## src/rtl/duc_pkg.sv

```systemverilog
// constants, field layouts and carrier types for the two-channel serial control block
// assumes a single 100 MHz clock and an 8-bit register port addressed by a 4-bit index
// How it works
// - receiver ready report selects char available (0) or queue full (1)
// - parity mode: 00 with parity, 01 forced, 10 none, 11 multidrop
// - block error mode: accumulated error flags stay until error reset or receiver reset
// - channel mode field bits 7:6: normal, echo, local loop, remote loop
// - stop code 0-7 gives 9-16 sixteenths, 8-F gives 25-32 sixteenths
// - five-bit characters add half a bit to stop codes 0-7
// - holding register write ignored while transmitter disabled
// - break, framing and parity flags stored with each queued character
// - status bits 7:5 from queue top, or accumulated in block error mode; 4:0 live
// - character error mode drops flags when their character is read
// - status layout: break, framing, parity, overrun, idle, free, full, available
// - routing bits 7/6 pick latch or transmitter free of B/A
// - routing bits 5/4 pick latch or ready-or-full of B/A
// - routing bits 3:2 pick latch, timer, B tx clock, B rx clock
// - routing bits 1:0 pick latch, A tx 16x, A tx 1x, A rx 1x
// - latch-driven output pins show the inverse of the latch bit
// - flow output negated on start bit while queue full, latch untouched
// - mode pointer reset to first register, any mode register access moves it to second
// - multidrop parity type bit sets the sent address/data tag
package duc_pkg;

  localparam logic [1:0] ADR_MODE    = 2'h0;
  localparam logic [1:0] ADR_STATUS  = 2'h1;
  localparam logic [1:0] ADR_COMMAND = 2'h2;
  localparam logic [1:0] ADR_HOLD    = 2'h3;
  localparam logic [3:0] ADR_ROUTING = 4'hd;
  localparam logic [3:0] ADR_OUT_SET = 4'he;
  localparam logic [3:0] ADR_OUT_CLR = 4'hf;

  localparam logic [2:0] CMD_PTR_RST = 3'h1;
  localparam logic [2:0] CMD_RX_RST  = 3'h2;
  localparam logic [2:0] CMD_TX_RST  = 3'h3;
  localparam logic [2:0] CMD_ERR_RST = 3'h4;

  localparam int CR_RX_EN  = 0;
  localparam int CR_RX_DIS = 1;
  localparam int CR_TX_EN  = 2;
  localparam int CR_TX_DIS = 3;

  localparam logic [1:0] PM_WITH  = 2'h0;
  localparam logic [1:0] PM_FORCE = 2'h1;
  localparam logic [1:0] PM_NONE  = 2'h2;
  localparam logic [1:0] PM_MDROP = 2'h3;

  localparam logic [1:0] CM_NORMAL = 2'h0;
  localparam logic [1:0] CM_ECHO   = 2'h1;
  localparam logic [1:0] CM_LOCAL  = 2'h2;
  localparam logic [1:0] CM_REMOTE = 2'h3;

  localparam logic [1:0] BPC_5 = 2'h0;
  localparam logic [1:0] BPC_6 = 2'h1;
  localparam logic [1:0] BPC_7 = 2'h2;
  localparam logic [1:0] BPC_8 = 2'h3;

  // stop length in sixteenths of a bit
  localparam logic [5:0] STOP_SHORT_BASE = 6'h09;
  localparam logic [5:0] STOP_LONG_BASE  = 6'h11;
  localparam logic [5:0] STOP_5BIT_ADD   = 6'h08;

  localparam logic [1:0] SEL_LATCH = 2'h0;
  localparam logic [1:0] SEL_ALT1  = 2'h1;
  localparam logic [1:0] SEL_ALT2  = 2'h2;
  localparam logic [1:0] SEL_ALT3  = 2'h3;

  localparam logic [7:0] REG_RST = 8'h00;
  localparam logic [7:0] PIN_RST = 8'hff;
  localparam int RX_DEPTH_DEF = 4;

  typedef struct packed {
    logic       rx_flow;
    logic       rx_int_sel;
    logic       err_block;
    logic [1:0] par_mode;
    logic       par_type;
    logic [1:0] bits;
  } duc_mode1_t;

  typedef struct packed {
    logic [1:0] chan_mode;
    logic       tx_flow_rel;
    logic       cts_en;
    logic [3:0] stop;
  } duc_mode2_t;

  typedef struct packed {
    logic       brk;
    logic       fe;
    logic       pe;
    logic [7:0] data;
  } duc_rxchar_t;

  typedef struct packed {
    logic brk;
    logic fe;
    logic pe;
    logic ovr;
    logic tx_fully_idle;
    logic tx_holding_free;
    logic rx_queue_full;
    logic char_available;
  } duc_status_t;

  typedef struct packed {
    duc_mode1_t mode1;
    duc_mode2_t mode2;
    logic [7:0] clock_select;
    logic [5:0] stop16;
    logic       rx_en;
    logic       tx_en;
  } duc_cfg_t;

endpackage
```

## src/rtl/duc_channel_ctrl.sv

```systemverilog
// control and status registers of both channels plus the output port routing
// assumes receiver and transmitter shift logic run on clk; cts pins are asynchronous
`timescale 1ns/1ns
`default_nettype none
module duc_channel_ctrl
  import duc_pkg::*;
#(
  parameter int RX_DEPTH = RX_DEPTH_DEF
) (
  input  wire logic        clk,
  input  wire logic        reset,
  input  wire logic [3:0]  reg_addr,
  input  wire logic        reg_rd,
  input  wire logic        reg_wr,
  input  wire logic [7:0]  reg_wdata,
  output logic      [7:0]  reg_rdata,
  input  wire logic [1:0]  rx_valid,
  input  wire duc_rxchar_t rx_char [2],
  input  wire logic [1:0]  rx_start,
  input  wire logic [1:0]  tx_busy,
  input  wire logic [1:0]  cts_n_pin,
  input  wire logic        ct_output,
  input  wire logic        chan_a_tx_clock_16x,
  input  wire logic        chan_a_tx_clock,
  input  wire logic        chan_a_rx_clock,
  input  wire logic        chan_b_tx_clock,
  input  wire logic        chan_b_rx_clock,
  output logic      [7:0]  general_output_pin,
  output logic      [1:0]  tx_load,
  output logic      [7:0]  tx_data [2],
  output duc_cfg_t         chan_cfg [2]
);

  localparam int PW = $clog2(RX_DEPTH);
  localparam int CW = PW + 1;

  duc_mode1_t  mode1_q [2];
  duc_mode2_t  mode2_q [2];
  logic [7:0]  clock_select_q [2];
  logic [1:0]  ptr_q, rx_en_q, tx_en_q, thr_full_q, neg_q;
  logic [1:0]  cts_s1_q, cts_s2_q;
  logic [1:0]  char_available, rx_queue_full, tx_holding_free, ready_ind;
  duc_status_t status [2];
  logic [7:0]  rx_top [2], thr_q [2];
  logic [7:0]  outport_routing_q, outport_latch_q;

  for (genvar c = 0; c < 2; c++) begin : g_ch
    logic        sel, wr_mode, mode_acc, wr_cmd, wr_hold, pop, go;
    logic        rx_rst, tx_rst, err_rst, accept, room, push_hold, push;
    logic        hold_v_q, ovr_q;
    logic [2:0]  code, acc_q, top_err, pflags;
    logic [PW-1:0] wp_q, rp_q;
    logic [CW-1:0] cnt_q;
    logic [5:0]  stop_base;
    duc_rxchar_t fifo_q [RX_DEPTH];
    duc_rxchar_t hold_q, pdata;

    assign sel      = (reg_addr[3] == 1'(c)) && !reg_addr[2];
    assign mode_acc = (reg_rd || reg_wr) && sel && (reg_addr[1:0] == ADR_MODE);
    assign wr_mode  = reg_wr && sel && (reg_addr[1:0] == ADR_MODE);
    assign wr_cmd   = reg_wr && sel && (reg_addr[1:0] == ADR_COMMAND);
    assign wr_hold  = reg_wr && sel && (reg_addr[1:0] == ADR_HOLD);
    // bit 7 is never decoded, so a stray one there is harmless
    assign code     = reg_wdata[6:4];
    assign rx_rst   = wr_cmd && (code == CMD_RX_RST);
    assign tx_rst   = wr_cmd && (code == CMD_TX_RST);
    assign err_rst  = wr_cmd && (code == CMD_ERR_RST);

    // mode register pointer and the registers behind it
    always_ff @(posedge clk) begin
      if (reset) begin
        ptr_q[c]          <= 1'b0;
        mode1_q[c]        <= REG_RST;
        mode2_q[c]        <= REG_RST;
        clock_select_q[c] <= REG_RST;
      end else begin
        if (mode_acc) begin
          ptr_q[c] <= 1'b1;
        end
        if (wr_cmd && (code == CMD_PTR_RST)) begin
          ptr_q[c] <= 1'b0;
        end
        if (wr_mode && !ptr_q[c]) begin
          mode1_q[c] <= reg_wdata;
        end
        if (wr_mode && ptr_q[c]) begin
          mode2_q[c] <= reg_wdata;
        end
        if (reg_wr && sel && (reg_addr[1:0] == ADR_STATUS)) begin
          clock_select_q[c] <= reg_wdata;
        end
      end
    end

    // disable wins when software sets both bits of a pair
    always_ff @(posedge clk) begin
      if (reset) begin
        rx_en_q[c] <= 1'b0;
        tx_en_q[c] <= 1'b0;
      end else begin
        if (rx_rst || (wr_cmd && reg_wdata[CR_RX_DIS])) begin
          rx_en_q[c] <= 1'b0;
        end else if (wr_cmd && reg_wdata[CR_RX_EN]) begin
          rx_en_q[c] <= 1'b1;
        end
        if (tx_rst || (wr_cmd && reg_wdata[CR_TX_DIS])) begin
          tx_en_q[c] <= 1'b0;
        end else if (wr_cmd && reg_wdata[CR_TX_EN]) begin
          tx_en_q[c] <= 1'b1;
        end
      end
    end

    // cts is a pin: two flops before use
    always_ff @(posedge clk) begin
      if (reset) begin
        cts_s1_q[c] <= 1'b1;
        cts_s2_q[c] <= 1'b1;
      end else begin
        cts_s1_q[c] <= cts_n_pin[c];
        cts_s2_q[c] <= cts_s1_q[c];
      end
    end

    // tx_load guards against a second load before tx_busy rises
    assign go = thr_full_q[c] && !tx_busy[c] && !tx_load[c]
                && (!mode2_q[c].cts_en || !cts_s2_q[c]);

    always_ff @(posedge clk) begin
      if (reset) begin
        thr_full_q[c] <= 1'b0;
        tx_load[c]    <= 1'b0;
        tx_data[c]    <= REG_RST;
      end else begin
        tx_load[c] <= go;
        if (go) begin
          tx_data[c] <= thr_q[c];
        end
        if (tx_rst) begin
          thr_full_q[c] <= 1'b0;
        end else if (wr_hold && tx_en_q[c]) begin
          thr_full_q[c] <= 1'b1;
          thr_q[c]      <= reg_wdata;
        end else if (go) begin
          thr_full_q[c] <= 1'b0;
        end
      end
    end

    // a disabled multidrop receiver still takes address-tagged characters
    assign accept = rx_valid[c] && (rx_en_q[c] || ((mode1_q[c].par_mode == PM_MDROP)
                    && rx_char[c].pe));
    assign pop       = reg_rd && sel && (reg_addr[1:0] == ADR_HOLD) && (cnt_q != '0);
    assign room      = !rx_queue_full[c] || pop;
    assign push_hold = hold_v_q && room;
    assign push      = push_hold || (accept && room);
    assign pdata     = hold_v_q ? hold_q : rx_char[c];
    assign pflags    = {pdata.brk, pdata.fe, pdata.pe};

    always_ff @(posedge clk) begin
      if (reset || rx_rst) begin
        hold_v_q <= 1'b0;
        hold_q   <= '0;
      end else if (accept && (hold_v_q || !room)) begin
        hold_v_q <= 1'b1;
        hold_q   <= rx_char[c];
      end else if (push_hold) begin
        hold_v_q <= 1'b0;
      end
    end

    // a new character while one already waits pushes the old one out
    always_ff @(posedge clk) begin
      if (reset) begin
        ovr_q <= 1'b0;
      end else if (accept && hold_v_q && !push_hold) begin
        ovr_q <= 1'b1;
      end else if (rx_rst || err_rst) begin
        ovr_q <= 1'b0;
      end
    end

    // data is never cleared; a receiver reset realigns the pointers and clears only the top entry's flags
    always_ff @(posedge clk) begin
      if (push) begin
        fifo_q[wp_q] <= pdata;
      end
      if ((rx_rst || (err_rst && !mode1_q[c].err_block)) && !(push && (wp_q == rp_q))) begin
        {fifo_q[rp_q].brk, fifo_q[rp_q].fe, fifo_q[rp_q].pe} <= 3'h0;
      end
    end

    always_ff @(posedge clk) begin
      if (reset) begin
        wp_q  <= '0;
        rp_q  <= '0;
        cnt_q <= '0;
      end else if (rx_rst) begin
        rp_q  <= wp_q;
        cnt_q <= '0;
      end else begin
        if (push) begin
          wp_q <= wp_q + 1'b1;
        end
        if (pop) begin
          rp_q <= rp_q + 1'b1;
        end
        cnt_q <= cnt_q + CW'(push) - CW'(pop);
      end
    end

    // a flag arriving with the clear survives it
    always_ff @(posedge clk) begin
      if (reset) begin
        acc_q <= 3'h0;
      end else if (rx_rst || err_rst) begin
        acc_q <= push ? pflags : 3'h0;
      end else if (push) begin
        acc_q <= acc_q | pflags;
      end
    end

    always_ff @(posedge clk) begin
      if (reset) begin
        neg_q[c] <= 1'b0;
      end else if (rx_start[c] && rx_queue_full[c] && mode1_q[c].rx_flow) begin
        neg_q[c] <= 1'b1;
      end else if (!rx_queue_full[c]) begin
        neg_q[c] <= 1'b0;
      end
    end

    assign top_err = mode1_q[c].err_block ? acc_q : (cnt_q == '0) ? 3'h0
                     : {fifo_q[rp_q].brk, fifo_q[rp_q].fe, fifo_q[rp_q].pe};
    assign char_available[c]  = cnt_q != '0;
    assign rx_queue_full[c]   = cnt_q == CW'(RX_DEPTH);
    assign tx_holding_free[c] = tx_en_q[c] && !thr_full_q[c];
    assign ready_ind[c] = mode1_q[c].rx_int_sel ? rx_queue_full[c]
                          : char_available[c];
    assign status[c] = {top_err, ovr_q, tx_holding_free[c] && !tx_busy[c] && !tx_load[c],
                        tx_holding_free[c], rx_queue_full[c], char_available[c]};
    assign rx_top[c] = fifo_q[rp_q].data;

    // stop length handed on in sixteenths; bits, parity, tag and mode pass as fields
    assign stop_base = mode2_q[c].stop[3] ? STOP_LONG_BASE : STOP_SHORT_BASE;
    always_ff @(posedge clk) begin
      if (reset) begin
        chan_cfg[c] <= '0;
      end else begin
        chan_cfg[c].mode1        <= mode1_q[c];
        chan_cfg[c].mode2        <= mode2_q[c];
        chan_cfg[c].clock_select <= clock_select_q[c];
        chan_cfg[c].stop16       <= {2'b00, mode2_q[c].stop} + stop_base
          + ((!mode2_q[c].stop[3] && (mode1_q[c].bits == BPC_5)) ? STOP_5BIT_ADD
          : 6'h00);
        chan_cfg[c].rx_en        <= rx_en_q[c];
        chan_cfg[c].tx_en        <= tx_en_q[c];
      end
    end

  end

  // unmapped and out-of-block reads return zero
  always_ff @(posedge clk) begin
    if (reset) begin
      reg_rdata <= REG_RST;
    end else if (reg_rd) begin
      if (reg_addr[2]) begin
        reg_rdata <= REG_RST;
      end else begin
        unique case (reg_addr[1:0])
          ADR_MODE:    reg_rdata <= ptr_q[reg_addr[3]] ? mode2_q[reg_addr[3]]
                                    : mode1_q[reg_addr[3]];
          ADR_STATUS:  reg_rdata <= status[reg_addr[3]];
          ADR_COMMAND: reg_rdata <= REG_RST;
          ADR_HOLD:    reg_rdata <= rx_top[reg_addr[3]];
        endcase
      end
    end
  end

  always_ff @(posedge clk) begin
    if (reset) begin
      outport_routing_q <= REG_RST;
      outport_latch_q   <= REG_RST;
    end else if (reg_wr) begin
      if (reg_addr == ADR_ROUTING) begin
        outport_routing_q <= reg_wdata;
      end
      if (reg_addr == ADR_OUT_SET) begin
        outport_latch_q <= outport_latch_q | reg_wdata;
      end
      if (reg_addr == ADR_OUT_CLR) begin
        outport_latch_q <= outport_latch_q & ~reg_wdata;
      end
    end
  end

  // status on pins is active low like the latch; routed clocks pass uninverted
  always_ff @(posedge clk) begin
    if (reset) begin
      general_output_pin <= PIN_RST;
    end else begin
      for (int i = 0; i < 2; i++) begin
        general_output_pin[i] <= !(outport_latch_q[i] && !(mode1_q[i].rx_flow
                                   && neg_q[i]));
      end
      unique case (outport_routing_q[1:0])
        SEL_LATCH: general_output_pin[2] <= !outport_latch_q[2];
        SEL_ALT1:  general_output_pin[2] <= chan_a_tx_clock_16x;
        SEL_ALT2:  general_output_pin[2] <= chan_a_tx_clock;
        SEL_ALT3:  general_output_pin[2] <= chan_a_rx_clock;
      endcase
      unique case (outport_routing_q[3:2])
        SEL_LATCH: general_output_pin[3] <= !outport_latch_q[3];
        SEL_ALT1:  general_output_pin[3] <= ct_output;
        SEL_ALT2:  general_output_pin[3] <= chan_b_tx_clock;
        SEL_ALT3:  general_output_pin[3] <= chan_b_rx_clock;
      endcase
      for (int i = 0; i < 2; i++) begin
        general_output_pin[4 + i] <= outport_routing_q[4 + i] ? !ready_ind[i]
                                     : !outport_latch_q[4 + i];
        general_output_pin[6 + i] <= outport_routing_q[6 + i] ? !tx_holding_free[i]
                                     : !outport_latch_q[6 + i];
      end
    end
  end
endmodule
`default_nettype wire

```

## config.mk

```make
export PLATFORM = sky130hd
export DESIGN_NAME = duc_channel_ctrl
export DESIGN_NICKNAME = d
export VERILOG_FILES = /design/src/rtl/duc_pkg.sv /design/src/rtl/duc_channel_ctrl.sv
export SDC_FILE = /design/constraint.sdc
export NUM_CORES = 1
export LEC_CHECK = 0
export ABC_AREA = 1
export BUFFER_PORTS_ARGS = -buffer_cell sky130_fd_sc_hd__buf_2
export CORE_MARGIN = 10
export CORE_UTILIZATION = 50
export CTS_CLUSTER_SIZE = 20
export DETAILED_ROUTE_END_ITERATION = 6
export PLACE_DENSITY = 0.7
export REMOVE_ABC_BUFFERS = 1
export SKIP_LAST_GASP = 1
export SYNTH_ARGS = -nofsm -noshare
export SYNTH_HDL_FRONTEND = slang
export SYNTH_SLANG_ARGS = --single-unit
export TNS_END_PERCENT = 1
```

## constraint.sdc

```tcl
create_clock -name clk -period 3.3 [get_ports clk]
set_clock_uncertainty 0.1 [all_clocks]
set_input_delay 0.165 -clock clk [delete_from_list [all_inputs] [get_ports clk]]
set_output_delay 0.165 -clock clk [all_outputs]
set_load 0.01 [all_outputs]
```

Yosys cells after proc, flatten, opt, wreduce, memory -nomap -nowiden
Memory sizes are Yosys's and may differ from the RTL's. A register that Yosys moved wholly into a read port is not among the register bits. Index checks and enable logic that the tools add are counted.

Bits in writable memories: 64. Memories kept: 4. Output and inout port bits: 98. Register bits after elaboration: 230. Word-level logic and storage cells: 480. Bits of input ports: 52.

Memory list: clock_select_q (words 2, bits a word 8, rd ports 2, clocked after memory_dff 2, wr ports 2, RTL line duc_channel_ctrl.sv:39) `logic [7:0] clock_select_q [2];`; mode1_q (words 2, bits a word 8, rd ports 3, clocked after memory_dff 0, wr ports 2, RTL line duc_channel_ctrl.sv:37) `duc_mode1_t mode1_q [2];`; mode2_q (words 2, bits a word 8, rd ports 3, clocked after memory_dff 0, wr ports 2, RTL line duc_channel_ctrl.sv:38) `duc_mode2_t mode2_q [2];`; thr_q (words 2, bits a word 8, rd ports 2, clocked after memory_dff 2, wr ports 1, RTL line duc_channel_ctrl.sv:44) `logic [7:0] rx_top [2], thr_q [2];`.

Magnitude comparators: 10. Eq/ne operators: 24. Bitwise logic cells: 19. $add $sub $neg: 12. Multiplexer cells: 128. Reductions and logical operators: 185.

Operator list (count): $bwmux 44 (8); $demux 11 s2 (8); $mux 44 (4); $mux 8 (17); $mux 11 (10); $logic_and 1x1->1 (90); $mux 1 (54); $bmux 11 s2 (2); $logic_not 1->1 (39); $pmux 8 s4 (1); $mux 3 (10); $reduce_bool 2->1 (11); $logic_or 1x1->1 (21); $mux 10 (2); $reduce_or 2->1 (10); $mux 9 (2); $eq 2x2->1 const B (8); $add 4x5->6 (2); $add 6x4->6 (2); $eq 4x4->1 const B (3); $ge 3x3->1 const B (4); $lt 3x1->1 const B (4); $not 2->3 (4); $logic_not 2->1 (5); 26 further kinds (57).

Depth between registers and ports, before layout
Gate-level depths: netlist of run 1.

Depth in word-level cells: 13. Gate-level depth with buffers: 13. Depth with buffers taken out: 11.

Least setup slack after synthesis of run 1
Ideal clock, no wire load.

Path kind: in2reg. Start: input port reg_addr[3]. End: memory thr_q[1][0], enable pin. Data required time: 2803 ps. Arrival: 1750 ps. Path buffers: 1. Setup time: 397 ps. Path slack: 1053 ps. Cell stages on the path: 10. Cells stage by stage: buf_4 inv_4 nor2_4 nand2_2 inv_2 nand2_2 inv_1 nand2_1 nand2_1 nor4_1.

Cells in the longest elaborated chain, start to end: 10. Elaborated cells on any way between the ends: 24. Those cells by class: mux (10); bitwise (1); reduce/logical (13).

RTL lines: start, declared (RTL line duc_channel_ctrl.sv:12) `input wire logic [3:0] reg_addr,`; $logic_and 1x1->1 or $not 1->1 (tied branches) (RTL line duc_channel_ctrl.sv:58) `assign sel = (reg_addr[3] == 1'(c)) && !reg_addr[2];`; $logic_and 1x1->1, on equally long branches (RTL line duc_channel_ctrl.sv:61, duc_channel_ctrl.sv:62, duc_channel_ctrl.sv:58); $logic_and 1x1->1, on equally long branches (RTL line duc_channel_ctrl.sv:62, duc_channel_ctrl.sv:61); $logic_and 1x1->1, on equally long branches (RTL line duc_channel_ctrl.sv:141, duc_channel_ctrl.sv:62); $mux 1 or $logic_and 1x1->1 (tied branches) (RTL line duc_channel_ctrl.sv:141) `end else if (wr_hold && tx_en_q[c]) begin`; $mux 1, on equally long branches (RTL line duc_channel_ctrl.sv:139, duc_channel_ctrl.sv:141); $mux 1, on equally long branches (RTL line duc_channel_ctrl.sv:130, duc_channel_ctrl.sv:139); $mux 1, on equally long branches (RTL line duc_channel_ctrl.sv:143, duc_channel_ctrl.sv:130); $reduce_or 8->1 (no source line) or $mux 1 (tied branches); $mux 1 (no source line); end, declared (RTL line duc_channel_ctrl.sv:44).

Several ways; a longest one is shown, not always the timed one.

Worst setup path after layout of run 1
Start: input port reg_addr[0]. End: register g_ch[1].cnt_q[2].

Cells in the longest elaborated chain, start to end: 8. Elaborated cells on any way between the ends: 13. Those cells by class: add/sub (2); eq/ne (2); reduce/logical (9).

RTL lines: $eq 2x2->1 (RTL line duc_channel_ctrl.sv:153) `assign pop = reg_rd && sel && (reg_addr[1:0] == ADR_HOLD) && (cnt_q != '0);`; $logic_and 1x1->1 (2 in series) (RTL line duc_channel_ctrl.sv:153); $logic_or 1x1->1 (RTL line duc_channel_ctrl.sv:154) `assign room = !rx_queue_full[c] || pop;`; $logic_and 1x1->1, on equally long branches (RTL line duc_channel_ctrl.sv:155, duc_channel_ctrl.sv:156); $logic_or 1x1->1 (RTL line duc_channel_ctrl.sv:156) `assign push = push_hold || (accept && room);`; $add 3x1->3 (RTL line duc_channel_ctrl.sv:208) `cnt_q <= cnt_q + CW'(push) - CW'(pop);`; $sub 3x1->3 (RTL line duc_channel_ctrl.sv:208); end signal, assigned (RTL line duc_channel_ctrl.sv:208); end, declared (RTL line duc_channel_ctrl.sv:53) `logic [CW-1:0] cnt_q;`.

Several ways; a longest one is shown, not always the timed one. A chain may end at the register's enable or synchronous reset.

==> flow_metrics.env, run 1 <==
export IMPL_critical_path_class="input port to flip-flop"
export IMPL_timing_fmax_ghz=0.385
export IMPL_cp_required_ns=3.64
export IMPL_worst_endpoint_arrival_ns=2.94
export IMPL_initial_core_util_pct=50.9
export IMPL_drc_errors=0
export IMPL_h_tree_depth=2
export IMPL_synth_cell_type_count=42
export IMPL_firstDrtPassIters=5
export IMPL_rsz0062_at_grt="no"
export IMPL_viasPerCell=5.18
export IMPL_setup_tns_ns=0
export IMPL_die_area_um2=33500
export IMPL_power_density_nw_per_um2=552
export IMPL_finalHoldWorstSlack_ns=0.00699
export IMPL_track_usage_pct=19.8
export IMPL_cp_start_kind="input port"
export IMPL_finalSetupViolCount=0
export IMPL_timing_final_hold_violations=0
export IMPL_die_w_um=183
export IMPL_io_buffers=149
export IMPL_num_nets_final=1787
export IMPL_clk_latency_ns=0.52
export IMPL_synth_flop_cell="dfxtp_1"
export IMPL_num_vias=10700
export IMPL_drt_iter0_drc=752
export IMPL_syn_avg_cell_area_um2=8.76
export IMPL_peakVddDrop_mv=0.578
export IMPL_grt_overflow=0
export IMPL_relSlewSlack_pct=20.5
export IMPL_dp_hpwl_mm=24.2
export IMPL_tightest_slew_ns=1.18
export IMPL_numPlacedInstances=1965
export IMPL_syn_area_um2=13300
export IMPL_crit_fanout=12
export IMPL_path_clk_slew_ns=0.06
export IMPL_status="finished, final reports clean"
export IMPL_grt_max_degree=62
export IMPL_ant_nets=0
export IMPL_cts_tree="built"
export IMPL_cts_buffers=35
export IMPL_clockRootBuffer="clkbuf_16"
export IMPL_regToRegSetupSlack_ns=0.92
export IMPL_synth_edf_count=128
export IMPL_area_delta_synth_final_pct=20.1
export IMPL_die_h_um=183
export IMPL_post_route_period_util_pct=78.6
export IMPL_antenna_found_initial=3
export IMPL_fin_cells=2072
export IMPL_async_flop_share_pct=0
export IMPL_yosys_warnings=0
export IMPL_ys_ff_latch=326
export IMPL_grt_pass1_wl_mm=54.1
export IMPL_end_kind="flip-flop"
export IMPL_routed_wl_mm=34.2
export IMPL_power_leakage_nw=7.00
export IMPL_ioPinCount=150
export IMPL_min_period_ns=2.59
export IMPL_placementRows=59
export IMPL_wire_per_inst_um=16.5
export IMPL_grt_pass1_vias=10300
export IMPL_clockBufferDepth=3
export IMPL_ys_seq_area_share_pct=58.8
export IMPL_drv_slew=0
export IMPL_coreArea_um2=26100
export IMPL_cap_violations=0
export IMPL_layout_drive_gt1_share_pct=15.7
export IMPL_place_gp_congestion=0.969
export IMPL_syn_instance_count=1515
export IMPL_hold_class="input port to flip-flop"
export IMPL_cts_sinks=326
layout make-up:
class / count / area [um^2]
Fill cell: 2264 / 10100
Sequential cell: 326 / 7810
Multi-Input combinational cell: 943 / 4510
Timing Repair Buffer: 210 / 1310
Clock buffer: 61 / 1130
Inverter: 193 / 727
Tap cell: 335 / 419
Clock inverter: 3 / 28.8
Antenna cell: 1 / 2.50
per-stage QoR:
step | utilization (%) | area, um^2 | setup slack, ns | total power [mW]
after global placement | 55.1 | 14400 | 0.864 | 4.95
final | 61.2 | 15900 | 0.706 | 8.80
after detailed placement | 55.1 | 14400 | 0.765 | 4.96
after CTS | 61.1 | 15900 | 0.720 | 8.85
after global routing | 61.1 | 15900 | 0.521 | 9.10
after floorplan | - | 13000 | 0.885 | 4.72
cells in the final DEF, fill, tap and decap left out, types with 5 or more instances in the layout:
cell type,n
nand4_1,5
edfxtp_1,128
clkinv_1,7
nand3_1,94
a21oi_1,88
clkbuf_1,11
dfxtp_1,198
o21ai_0,122
buf_4,20
clkbuf_16,36
buf_2,148
inv_1,182
clkbuf_8,13
or2_2,19
nor2_2,8
nor2_1,243
nand2_1,272
dlygate4sd3_1,42
nand2_2,10
ha_1,24
nor3_1,9
o211ai_1,10
Yosys cell counts, drive strengths merged, types with 2 or more instances:
cell type,instances,area share [%]
a211oi,2,0.11
a21oi,88,3.3
a221oi,4,0.26
a31oi,3,0.14
buf,17,0.70
clkbuf,36,1.0
clkinv,6,0.17
dfxtp,198,30
edfxtp,128,29
fa,2,0.30
ha,24,2.3
inv,187,5.3
nand2,282,8.2
nand3,96,3.7
nand4,6,0.33
nor2,256,7.7
nor3,9,0.34
nor4,2,0.094
o211ai,10,0.57
o21ai,123,4.7
o221ai,2,0.13
o31ai,6,0.41
or2,20,0.94
xnor2,3,0.20
xor2,2,0.13
per-layer routing:
layer	vias to the layer above	global-route usage, %	share of wire [%]
met4	2	7.23	3.2
met2	404	33.1	47
li1	5284	-	-
met5	-	0	0.035
met3	81	4.65	8.1
met1	4956	24.6	42
worst paths after layout:
check / startpoint / to / cells past startpoint
min reg2reg: flip-flop / general_output_pin[0]$_SDFF_PP1_ / 1
max: reg_addr[0] / g_ch[1].cnt_q[2]$_SDFF_PP0_ / 13
max reg2reg: g_ch[0].cnt_q[1]$_SDFF_PP0_ / g_ch[0].cnt_q[2]$_SDFF_PP0_ / 11
min: rx_valid[0] / g_ch[0].hold_v_q$_SDFFE_PP0P_ / 5
kinds of logic (layout without fill, tap and decap cells):
kind of cell | Yosys count | in the layout | share of synthesized area (%)
AOI/OAI and AO/OA | 241 | 241 | 9.79
xor gates and xnor gates | 5 | 5 | 0.330
adders and majority gates | 26 | 26 | 2.56
buffers and inverters | 246 | 467 | 7.19
DFF | 326 | 326 | 58.8
other | 0 | 1 | 0
and+or+nand+nor | 671 | 671 | 21.3
worst max-delay path, stage by stage:
cell	delay [ns]
dlygate4sd3_1	0.54
buf_2	0.27
nand2_1	0.20
nor2_2	0.17
nand2_1	0.10
nor2_4	0.16
nor2_4	0.08
nor2_8	0.19
ha_1	0.18
inv_1	0.05
fa_1	0.38
or2_2	0.31
a21oi_1	0.14
what timing repair did:
action                    in CTS  in global routing
hold buffers                  42                  0
hold endpoints to repair     132                  0
setup buffers                  0                  0
resized for setup              0                  0
where the power goes:
group	internal (mW)	switching, mW	leakage, nW	total [mW]
Combinational	0.209	0.369	3.61	0.578
Sequential	4.30	0.0481	2.82	4.34
Clock	2.32	1.55	0.568	3.87
Total	6.83	1.97	7.00	8.80
No activity file was read; power rests on OpenSTA's default activity.
==> inputs of run 2 (changes only) <==
==> constraint.sdc (replaced) <==
create_clock -name clk -period 2.65 [get_ports clk]
set_clock_uncertainty 0.1 [all_clocks]
set_input_delay 0.1325 -clock clk [delete_from_list [all_inputs] [get_ports clk]]
set_output_delay 0.1325 -clock clk [all_outputs]
set_load 0.01 [all_outputs]
==> run 2 against run 1 <==
Effect of this change:
- first-iteration DRC count grew 8.9%
- worst hold slack gained 0.019 ns
- global-route usage grew 0.51 points
- highest routed layer unchanged
- cell count grew 0.72%
- via count grew 2.0%
- clock power grew 15%
- die area is the same
- utilization grew 0.062 points
- critical endpoint is now g_ch[0].cnt_q[2]$_SDFF_PP0_
- critical path type unchanged
- wire length grew 1.9%
- final area grew 0.10%
==> flow_metrics.env, run 2 (synthesis gave the netlist of run 1 again) <==
export IMPL_layout_common_cells="272 x nand2_1, 243 x nor2_1, 198 x dfxtp_1"
export IMPL_num_nets_final=1804
export IMPL_initial_core_util_pct=50.9
export IMPL_routed_top_layer="met5"
export IMPL_finalSetupViolCount=0
export IMPL_track_usage_pct=20.3
export IMPL_power_density_nw_per_um2=664
export IMPL_cts_tree="built"
export IMPL_wire_per_inst_um=16.7
export IMPL_cap_violations=0
export IMPL_clockBufferDepth=3
export IMPL_fin_ws_ns=0.278
export IMPL_placementRows=59
export IMPL_layout_drive_gt1_share_pct=16.1
export IMPL_worstReg2RegStart="g_ch[0].cnt_q[1]$_SDFF_PP0_"
export IMPL_cp_required_ns=2.99
export IMPL_timing_final_hold_violations=0
export IMPL_crit_fanout=5
export IMPL_hold_path_end="g_ch[1].ovr_q$_SDFFE_PP0P_"
export IMPL_post_cts_resized_instances=0
export IMPL_grt_overflow=0
export IMPL_drv_slew=0
export IMPL_min_period_ns=2.37
export IMPL_antenna_found_initial=2
export IMPL_clk_latency_ns=0.52
export IMPL_drt_iter0_drc=819
export IMPL_power_net_switching_mw=2.40
export IMPL_r2r_cells=11
export IMPL_relSlewSlack_pct=22.0
export IMPL_die_w_um=183
export IMPL_routed_wl_mm=34.9
export IMPL_num_vias=10900
export IMPL_power_internal_mw=8.19
export IMPL_status="finished, final reports clean"
export IMPL_clockRootBuffer="clkbuf_16"
export IMPL_final_common_cell="nand2_1"
export IMPL_rsz0062_at_grt="no"
export IMPL_grt_pass1_vias=10700
export IMPL_pwr_share_comb_pct=6.9
export IMPL_h_tree_depth=2
export IMPL_clkPwrFrac_pct=42.0
export IMPL_worst_endpoint_arrival_ns=2.71
export IMPL_critical_path_class="input port to flip-flop"
export IMPL_cp_start_kind="input port"
export IMPL_die_area_um2=33500
export IMPL_place_gp_congestion=0.939
export IMPL_timing_fmax_ghz=0.422
export IMPL_post_route_period_util_pct=89.5
export IMPL_drc_errors=0
export IMPL_ioPinCount=150
export IMPL_ant_nets=0
export IMPL_grt_pass1_wl_mm=55.7
export IMPL_r2r_end="g_ch[0].cnt_q[2]$_SDFF_PP0_"
export IMPL_peakVddDrop_mv=0.695
export IMPL_routedLengthMet1_mm=14.5
export IMPL_dp_hpwl_mm=24.5
export IMPL_n_fill_cell=2249
export IMPL_firstDrtPassIters=5
export IMPL_swShare_pct=22.7
export IMPL_end_kind="flip-flop"
export IMPL_grt_max_degree=54
export IMPL_cts_buffers=34
export IMPL_coreArea_um2=26100
export IMPL_viasPerCell=5.24
export IMPL_hold_class="input port to flip-flop"
export IMPL_power_leakage_nw=7.03
export IMPL_seqPwrFrac_pct=51.0
export IMPL_io_buffers=149
export IMPL_path_clk_slew_ns=0.06
export IMPL_routed_wl_met3_mm=2.74
export IMPL_tightest_slew_ns=1.16
export IMPL_min_from="rx_valid[1]"
export IMPL_area_delta_synth_final_pct=20.2
export IMPL_die_h_um=183
export IMPL_pre_cts_ws_ns=0.295
export IMPL_regToRegSetupSlack_ns=0.29
export IMPL_setup_tns_ns=0
export IMPL_cts_sinks=326
export IMPL_wl_met2_mm=16.5
export IMPL_min_path_cells=4
## run 2: per-layer routing
layer  vias to the layer above  GRT usage [%]
met5                         -              0
met4                         2           7.75
met3                        81           4.27
met2                       431           33.7
met1                      5100           25.7
li1                       5324              -
## run 2: worst max-delay path, stage by stage
cell	delay, ns
dlygate4sd3_1	0.56
buf_2	0.13
nand2_1	0.15
nor2_2	0.18
nand3_2	0.15
nand3_2	0.14
nand2_2	0.12
inv_1	0.15
ha_1	0.16
inv_1	0.05
fa_1	0.37
or2_2	0.30
a21oi_1	0.13
## run 2: worst max-delay path by stage
stage | slack, ns | startpoint | end | cells after the start
after floorplan | 0.27 | reset | thr_q[1][0]$_DFFE_PP_ | 3
after global placement | 0.38 | reg_addr[1] | g_ch[1].cnt_q[2]$_SDFF_PP0_ | 12
after detailed placement | 0.29 | g_ch[0].cnt_q[1]$_SDFF_PP0_ | g_ch[0].cnt_q[2]$_SDFF_PP0_ | 11
after CTS | 0.28 | reg_addr[3] | g_ch[1].cnt_q[2]$_SDFF_PP0_ | 13
after global routing | 0.10 | g_ch[0].cnt_q[1]$_SDFF_PP0_ | g_ch[0].cnt_q[2]$_SDFF_PP0_ | 11
final | 0.28 | reg_addr[0] | g_ch[0].cnt_q[2]$_SDFF_PP0_ | 13
## run 2: per-stage QoR
| step | instance area (um^2) | power, mW | utilization, % | hold slack [ns] | instances |
|---|---|---|---|---|---|
| 2_1_floorplan | 13000 | 5.88 | - | 0.0992 | 1462 |
| 3_3_place_gp | 14500 | 6.18 | 55.6 | 0.217 | 1981 |
| 6_report | 16000 | 10.6 | 61.2 | 0.0261 | 2087 |
| 3_5_place_dp | 14500 | 6.19 | 55.6 | 0.217 | 1981 |
| 5_1_grt | 16000 | 10.9 | 61.2 | 0.0443 | 2087 |
| 4_1_cts | 16000 | 10.7 | 61.2 | 0.0260 | 2086 |
## run 2: area by class of cell
cell class / count / area, um^2 / area share [%]
sequential: 326 / 7810 / 48.9
clock buffer: 52 / 990 / 6.20
multi-input combinational: 943 / 4510 / 28.3
clock inverter: 9 / 43.8 / 0.275
antenna: 1 / 2.50 / 0.0157
inverter: 193 / 727 / 4.56
tap: 335 / 419 / 2.63
timing repair buffer: 228 / 1450 / 9.10
## run 2: what timing repair did
item,in CTS,in global routing
hold buffers,44,0
hold endpoints to repair,142,0
setup buffers,0,0
## run 2: power by group through the flow
stage                     Sequential [mW]  Combinational (mW)  Clock, mW
final                                5.41               0.735       4.45
after detailed placement             5.52               0.676          0
after global placement               5.51               0.667          0
after floorplan                      5.53               0.347          0
after global routing                 5.42               0.822       4.70
after CTS                            5.41               0.731       4.52
